`src/logic/transceiver_regs_defs.svh`:
```
// Offsets, field positions, reset values for the transceiver id/mode register bank
`ifndef TRANSCEIVER_REGS_DEFS_SVH
`define TRANSCEIVER_REGS_DEFS_SVH
`define ADDR_W 7
`define PART_NUMBER_BASE 7'h00
`define PART_NUMBER_COUNT 8
`define MAJOR_REV_ADDR 7'h08
`define MINOR_REV_ADDR 7'h09
`define RESERVED_CFG_BASE 7'h0a
`define RESERVED_CFG_COUNT 5
`define SCRATCH_ADDR 7'h0f
`define MODE_CTRL_ADDR 7'h10
`define SCRATCH_RESET 8'h00
`define RESERVED_CFG_RESET 8'h00
`define MODE_CTRL_RESET 8'h04
`define SEL_WAKE_BIT 7
`define DTO_OFF_BIT 6
`define FAULT_DET_BIT 5
`define MODE_SEL_MSB 2
`define MODE_SEL_LSB 0
`define MODE_SLEEP 3'h1
`define MODE_STANDBY 3'h4
`define MODE_LISTEN 3'h5
`define MODE_NORMAL 3'h7
`endif

```
`src/logic/transceiver_regs_pkg.sv`:
```
// Types shared by the transceiver id/mode register bank
package transceiver_regs_pkg;
   typedef enum logic [2:0] {
      MODE_SLEEP_E = 3'b001,
      MODE_STANDBY_E = 3'b100,
      MODE_LISTEN_E = 3'b101,
      MODE_NORMAL_E = 3'b111
   } op_mode_t;

   typedef struct packed {
      logic selective_wake_on;
      logic dominant_timeout_off;
      logic bus_fault_detect_on;
   } feature_ctrl_t;

   typedef struct packed {
      logic wr_en;
      logic rd_en;
      logic [6:0] addr;
      logic [7:0] wdata;
   } reg_req_t;
endpackage : transceiver_regs_pkg

```
`src/logic/transceiver_id_mode_regs.sv`:
```
// Identification, scratch and mode-control register bank behind the serial port
//
// Behaviour
// - eight read-only part number bytes at offsets 0 to 7, last byte is variant
// - major die revision read-only at offset 8
// - minor die revision read-only at offset 9
// - five reserved bytes at offsets a to e read as zero
// - scratch byte at offset f reads back last write, resets to zero
// - mode-control at offset 10 resets to 04, standby
// - bit7 selective wake, bit6 timeout off, bit5 fault detect, 4-3 zero, 2-0 mode
// - selective wake bit works only on variants having it, else reserved zero
// - hardware may change hardware-updated fields independently of host writes
// - every field takes its reset value on device reset
// - array member address is group base plus index
// - mode codes 001 sleep, 100 standby, 101 listen, 111 normal, others reserved
// - mode field reads back the mode currently in effect
// - timeout-off bit set disables dominant timeout, clear keeps it enabled
`timescale 1ns/1ps
`include "transceiver_regs_defs.svh"

module transceiver_id_mode_regs #(
   parameter logic [63:0] PART_NUMBER = 64'h2122232425262728, // Arbitrary value
   parameter logic [7:0] MAJOR_REVISION = 8'h0a, // Arbitrary value
   parameter logic [7:0] MINOR_REVISION = 8'h0b, // Arbitrary value
   parameter bit HAS_SELECTIVE_WAKE = 1'b1,
   parameter bit HAS_FAULT_DETECT = 1'b1
) (
   input wire logic clk,
   input wire logic rst_n,
   input wire transceiver_regs_pkg::reg_req_t req,
   output logic [7:0] rdata,
   output logic rvalid,
   input wire logic hw_mode_valid,
   input wire logic [2:0] hw_mode,
   output transceiver_regs_pkg::feature_ctrl_t features,
   output logic dominant_timeout_en,
   output logic [2:0] mode_request,
   output logic [2:0] mode_current
);
   logic [7:0] scratch_reg;
   logic [7:0] scratch_next;
   transceiver_regs_pkg::feature_ctrl_t features_reg;
   transceiver_regs_pkg::feature_ctrl_t features_next;
   logic [2:0] mode_req_reg;
   logic [2:0] mode_req_next;
   logic [2:0] mode_cur_reg;
   logic [2:0] mode_cur_next;
   logic [7:0] rdata_reg;
   logic rvalid_reg;

   // Address decode
   wire id_hit = (req.addr < (`PART_NUMBER_BASE + 7'(`PART_NUMBER_COUNT)));
   wire [6:0] id_offset = req.addr - `PART_NUMBER_BASE;
   wire [2:0] id_index = id_offset[2:0];
   wire rsvd_hit = (req.addr >= `RESERVED_CFG_BASE) &&
      (req.addr < (`RESERVED_CFG_BASE + 7'(`RESERVED_CFG_COUNT)));
   wire scratch_wr = req.wr_en && (req.addr == `SCRATCH_ADDR);
   wire mode_wr = req.wr_en && (req.addr == `MODE_CTRL_ADDR);
   wire [2:0] wr_mode = req.wdata[`MODE_SEL_MSB:`MODE_SEL_LSB];
   wire wr_mode_legal = (wr_mode == `MODE_SLEEP) || (wr_mode == `MODE_STANDBY) ||
      (wr_mode == `MODE_LISTEN) || (wr_mode == `MODE_NORMAL);

   // Part number byte y sits at bit lane 7-y of the parameter
   wire [7:0] part_number_byte = PART_NUMBER[8'(7 - id_index) * 8 +: 8];

   // Mode-control readback shows the mode in effect
   wire [7:0] mode_ctrl_rd = {features_reg.selective_wake_on,
      features_reg.dominant_timeout_off, features_reg.bus_fault_detect_on,
      2'b00, mode_cur_reg};

   // Read multiplexer, unmapped and reserved read zero
   wire [7:0] rd_mux =
      id_hit ? part_number_byte :
      (req.addr == `MAJOR_REV_ADDR) ? MAJOR_REVISION :
      (req.addr == `MINOR_REV_ADDR) ? MINOR_REVISION :
      rsvd_hit ? `RESERVED_CFG_RESET :
      (req.addr == `SCRATCH_ADDR) ? scratch_reg :
      (req.addr == `MODE_CTRL_ADDR) ? mode_ctrl_rd : 8'h00;

   // Writable state next values; writes elsewhere have no target
   assign scratch_next = scratch_wr ? req.wdata : scratch_reg;
   assign features_next.selective_wake_on = mode_wr ?
      (HAS_SELECTIVE_WAKE & req.wdata[`SEL_WAKE_BIT]) :
      features_reg.selective_wake_on;
   assign features_next.dominant_timeout_off = mode_wr ?
      req.wdata[`DTO_OFF_BIT] : features_reg.dominant_timeout_off;
   assign features_next.bus_fault_detect_on = mode_wr ?
      (HAS_FAULT_DETECT & req.wdata[`FAULT_DET_BIT]) :
      features_reg.bus_fault_detect_on;
   assign mode_req_next = (mode_wr && wr_mode_legal) ? wr_mode : mode_req_reg;
   // Hardware report of the mode wins over a host write in the same cycle
   assign mode_cur_next = hw_mode_valid ? hw_mode :
      (mode_wr && wr_mode_legal) ? wr_mode : mode_cur_reg;

   // Host-writable registers
   always_ff @(posedge clk or negedge rst_n) begin
      if (!rst_n) begin
         scratch_reg <= `SCRATCH_RESET;
         features_reg <= '0;
         mode_req_reg <= 3'(`MODE_CTRL_RESET);
         mode_cur_reg <= `MODE_STANDBY;
      end else begin
         scratch_reg <= scratch_next;
         features_reg <= features_next;
         mode_req_reg <= mode_req_next;
         mode_cur_reg <= mode_cur_next;
      end
   end

   // Registered read data, one cycle after the read strobe
   always_ff @(posedge clk or negedge rst_n) begin
      if (!rst_n) begin
         rdata_reg <= 8'h00;
         rvalid_reg <= 1'b0;
      end else begin
         rvalid_reg <= req.rd_en;
         if (req.rd_en) begin
            rdata_reg <= rd_mux;
         end
      end
   end

   assign rdata = rdata_reg;
   assign rvalid = rvalid_reg;
   assign features = features_reg;
   assign dominant_timeout_en = ~features_reg.dominant_timeout_off;
   assign mode_request = mode_req_reg;
   assign mode_current = mode_cur_reg;
endmodule : transceiver_id_mode_regs

```
`config.mk`:
```
export PLATFORM = sky130hd
export DESIGN_NAME = transceiver_id_mode_regs
export DESIGN_NICKNAME = d
export VERILOG_FILES = /design/src/logic/transceiver_regs_pkg.sv /design/src/logic/transceiver_id_mode_regs.sv
export VERILOG_INCLUDE_DIRS = /design/src /design/src/logic
export SDC_FILE = /design/constraint.sdc
export NUM_CORES = 1
export LEC_CHECK = 0
export BUFFER_PORTS_ARGS = -buffer_cell sky130_fd_sc_hd__buf_2
export CAP_MARGIN = 30
export CORE_ASPECT_RATIO = 0.8
export CORE_MARGIN = 4
export CORE_UTILIZATION = 55
export CTS_BUF_LIST = sky130_fd_sc_hd__clkbuf_8
export CTS_CLUSTER_SIZE = 8
export DETAILED_ROUTE_END_ITERATION = 16
export MAX_ROUTING_LAYER = met4
export PLACE_DENSITY_LB_ADDON = 0.2
export RECOVER_POWER = 25
export SLEW_MARGIN = 20
export SYNTH_ARGS = -nofsm -noshare
export SYNTH_HDL_FRONTEND = slang
export SYNTH_SLANG_ARGS = --single-unit
```
`constraint.sdc`:
```
create_clock -name clk -period 1.8 [get_ports clk]
set_clock_uncertainty 0.2 [all_clocks]
set_input_delay 0.09 -clock clk [delete_from_list [all_inputs] [get_ports clk]]
set_output_delay 0.09 -clock clk [all_outputs]
set_load 0.1 [all_outputs]
```
# Word level (Yosys, flattened, before mapping)
# Index checks and enable logic that the tools add are counted.
[totals] ff_bits=26 inputBits=23 output_inout_bits=19 wordCells=38
[classes] add_sub_neg=1 order_cmp=3 eq_ne=8 n_shift=1 mux=8 n_bitwise=1 n_reduce_logical=8
[op_table] op="indexed part select 64 x 12 -> 8 bit, first input constant" n=1
[op_table] op="two-way mux 8 bit" n=6
[op_table] op="== test 7 x 4 -> 1 bit, second input constant" n=3
[op_table] op="< comparator 7 x 4 -> 1 bit, second input constant" n=2
[op_table] op="== test 3 bit, second input constant" n=3
[op_table] op="== test 7 x 5 -> 1 bit, second input constant" n=1
[op_table] op="greater-or-equal comparator 7 x 4 -> 1 bit, second input constant" n=1
[op_table] op="two-way mux 3 bit" n=2
[op_table] op="logical AND 1 bit" n=4
[op_table] op="subtractor 3 x 3 -> 4 bit, first input constant" n=1
[op_table] op="== test 3 x 1 -> 1 bit, second input constant" n=1
[op_table] op="logical OR 1 bit" n=3
[op_table] op="nonzero test 2 bit" n=1
[op_table] op="inverter 1 bit" n=1

# Longest topological paths before layout
[depth] word_depth=7 mapped_depth=7 ltp_nobuf=6

# Worst setup path after synthesis
# Ideal clock, no wire load.
[synth_timing] path_type="reg2reg" start="register, netlist name features[1]" end="register features_reg, in the netlist features[1]" setup_ns=0.094 arrival_ns=1.882 required_time_ns=1.506 slack_ns=-0.376 stages_incl_launch_ff=3 n_path_buf=0 synth_period_minus_slack_ns=2.176 path_cell_list="dfrtp_1 inv_1 o21ai_0"
[synth_lines] element="end signal: assignment" line="transceiver_id_mode_regs.sv:104" rtl="features_reg <= features_next;"
[synth_lines] element="end: declaration" line="transceiver_id_mode_regs.sv:42" rtl="transceiver_regs_pkg::feature_ctrl_t features_reg;"

# Worst setup path after layout
[layout_timing] start="input hw_mode_valid" end="register mode_cur_reg[0] (netlist: mode_current[0])"
[layout_between] elab_chain_len=1 word_cells_on_any_way=2 classes_between="mux: 1; reduce/logical: 1"
[layout_lines] element="start: declaration" line="transceiver_id_mode_regs.sv:33" rtl="input wire logic hw_mode_valid,"
[layout_lines] element="two-way mux 3 bit or nonzero test 2 bit (tied branches)"
[layout_lines] element="end signal: assignment" line="transceiver_id_mode_regs.sv:101" rtl="mode_cur_reg <= `MODE_STANDBY;"
[layout_lines] element="end signal: assignment" line="transceiver_id_mode_regs.sv:106" rtl="mode_cur_reg <= mode_cur_next;"
[layout_lines] element="end: declaration" line="transceiver_id_mode_regs.sv:46" rtl="logic [2:0] mode_cur_reg;"
# Several ways; a longest one is shown, not always the timed one.
# A chain may end at the register's enable or synchronous reset.

==> flow_summary.yaml <==
run_status:
  status: "complete, no violations"
place:
  dpl.cell_count: 223
  gp_congestion: 0.944
  port_buffers: 41
  dpl-instance-area_um2: 1760
  post-dp-hpwl_um: 2610
synthesis:
  syn_area_um2: 1440
  synth_mux_area_share_pct: 9.72
  synth-edff-count: 0
  synth_sequential_area_ratio_pct: 45.3
  synth_compound_area_share_pct: 15.7
  avgSynthCellArea_um2: 10.4
  synthArstFlopShare_pct: 100
  syn_nets: 165
  synthSimpleGateAreaFrac_pct: 21.8
  synthCells: 138
  ys_types: 43
  ys_seq_elements: 26
  yosysWarnings: 0
  synth_adder_area_share_pct: 3.47
  synth_xor_xnor_area_share_pct: 0
  synth_top_family_by_area: "simple AND/OR/NAND/NOR gates"
  synth_ff_type: "dfrtp_1"
detailed_routing:
  num_vias: 1320
  drt-pass1-iter-count: 4
  drt_iter0_markers: 60
  viasPerCell: 5.45
  avgRoutedWirePerCell_um: 14.1
  ant_nets: 0
  wl_um: 3420
  drc: 0
die:
  rows: 16
  initial_core_util_pct: 58.1
  fp.dieW_um: 65.2
  dieArea_um2: 3510
  num_io_pins: 42
  core_um2: 2480
  die-height_um: 53.8
timing:
  rsz0062_at_grt: "false"
  fmax_ghz: 0.595
  setup_violations: 0
  relSlewSlack_pct: 58.3
  final.min_clock_period_ns: 1.68
  slew_viol_final: 0
  fin_crit_sh_pct: 93.4
  worst_pin_slew_ns: 0.626
  hold_viol: 0
setup_path:
  critical_path.max_stage_delay_ns: 0.54
  cp_data_arrival_time_ns: 1.64
  critPathKind: "input port to register"
  timing.rr.end: "rdata[0]$_DFFE_PN0P_"
  worstPathMaxFanout: 6
  critPathTopFamily: "buffers and inverters"
  cp_common_cell: "dlygate4sd3_1"
  end_kind: "register"
  crit_cells: 6
  cpMaxStageDelayCell: "dlygate4sd3_1"
  cp-endpoint: "mode_current[0]$_DFFE_PN0P_"
  path_cells: "dlygate4sd3_1, buf_2, nand2_1, dlygate4sd3_1, o31ai_1, a31o_2"
  worst-r2r-setup-slack_ns: 0.63
  crit_required_ns: 1.76
  crit_buf_inv: 3
  rr_startpoint: "mode_current[0]$_DFFE_PN0P_"
  startpoint: "hw_mode_valid"
  worstRegToRegCells: 3
  crit_path_start_kind: "input port"
cells_and_area:
  final_common_cell: "buf_2"
  area_growth_pct: 36.5
  register_area_um2: 657
  post-route-cell-area_um2: 1970
  n_antenna_cell: 0
  mostFrequentLayoutCells: "buf_2, dfrtp_1, dlygate4sd3_1"
  fin_cells: 242
  final_util_pct: 79.2
  fin_nets: 234
  fillers: 180
  drive_gt1_share_pct: 36.9
  multiInputGateArea_um2: 731
grt:
  antenna_found_initial: 0
  overflow: 0
  grt_pass1_wl_um: 5640
  grt_pass1_vias: 1249
  grt_usage_pct: 21.7
  grt_max_degree: 27
min_path:
  worstHoldPathType: "input port to register"
clocking:
  post_cts.repair.setup_buffers: 0
  htreeDepth: 1
  cts_made_buffers: 3
  max-clock-path-buffers: 2
  cts.sink_count: 26
  clk_latency_ns: 0.26
  cts.reportedPaths.clkPinSlew_ns: 0.09
  cts_tree: "built"
  cts-root-buf: "clkbuf_8"
run:
  cap_violations: 0
pwr:
  power_density_nw_per_um2: 747
  p_leak_nw: 0.983
  ir_drop_mv: 0.620
## worst min-delay path by stage
stage,slack [ns],cells past startpoint,from,endpoint
6_report,0.08,3,req[16],scratch_reg[6]$_DFFE_PN0P_
3_5_place_dp,-0.09,1,rst_n,scratch_reg[6]$_DFFE_PN0P_
3_3_place_gp,-0.1,1,rst_n,scratch_reg[6]$_DFFE_PN0P_
4_1_cts,0.07,3,req[16],scratch_reg[4]$_DFFE_PN0P_
5_1_grt,0.08,3,req[16],scratch_reg[5]$_DFFE_PN0P_
2_1_floorplan,-0.41,0,rst_n,features[0]$_DFFE_PN0P_
## synth_stat cells, types with 2 or more instances
cell type  number  area, um^2
nand2_1        14        52.6
dfstp_2         2        52.6
inv_1          10        37.5
o31ai_1         2        15.0
o22ai_1         4        25.0
nor2_1          7        26.3
mux2_4          8         120
a31o_2          2        17.5
and2_1          2        12.5
mux2i_1         2        20.0
a22oi_1         4        30.0
a21oi_1         3        15.0
nand3_1         9        45.0
or4_1           2        15.0
o21ai_0         8        40.0
dfrtp_1        24         601
and3_1          5        31.3
a31oi_1         2        12.5
ha_1            4        50.1
## cell type report
type | instances | area share, %
inverter | 10 | 2.10
tap | 36 | 2.29
sequential | 26 | 33.4
timing repair buffer | 67 | 22.3
multi-input combinational | 99 | 37.2
clock buffer | 4 | 2.80
## stage by stage
stage          setup TNS, ns  total power [mW]  setup WS (ns)  hold WS, ns
2_1_floorplan              0             0.971          0.107       -0.406
3_3_place_gp         -0.0778              1.08        -0.0566      -0.0995
3_5_place_dp          -0.226              1.09         -0.133      -0.0870
4_1_cts                    0              1.48          0.137       0.0718
5_1_grt                    0              1.53         0.0350       0.0763
6_report                   0              1.47          0.119       0.0758
## kinds of logic after synthesis
logic type,count (synthesis)
and+or+nand+nor,52
adders and majority gates,4
AOI/OAI and AO/OA,33
muxes,10
buffers and inverters,13
DFF,26
## per-layer routing
metal  share of wire (%)  global-route usage (%)
met2                  49                    38.8
met1                  44                    26.2
met5                   0                       -
met4                   0                    2.07
met3                 6.9                    5.01
## power by group
| part | total, mW | switching (mW) | internal, mW |
|---|---|---|---|
| clock | 0.367 | 0.172 | 0.195 |
| sequential | 0.655 | 0.0267 | 0.629 |
| combinational | 0.447 | 0.321 | 0.126 |
| total | 1.47 | 0.519 | 0.950 |
## repair_timing
action,in CTS,in global routing
gates resized for setup,0,0
hold buffers,15,0
endpoints found under the hold margin,44,0
## worst register-to-register path: cells and delay by family, from the launching register on
kind | cells | cell delay [ns]
compound gates | 2 | 0.30
flops | 1 | 0.40
simple gates | 1 | 0.15
No activity file was read; power rests on OpenSTA's default activity.
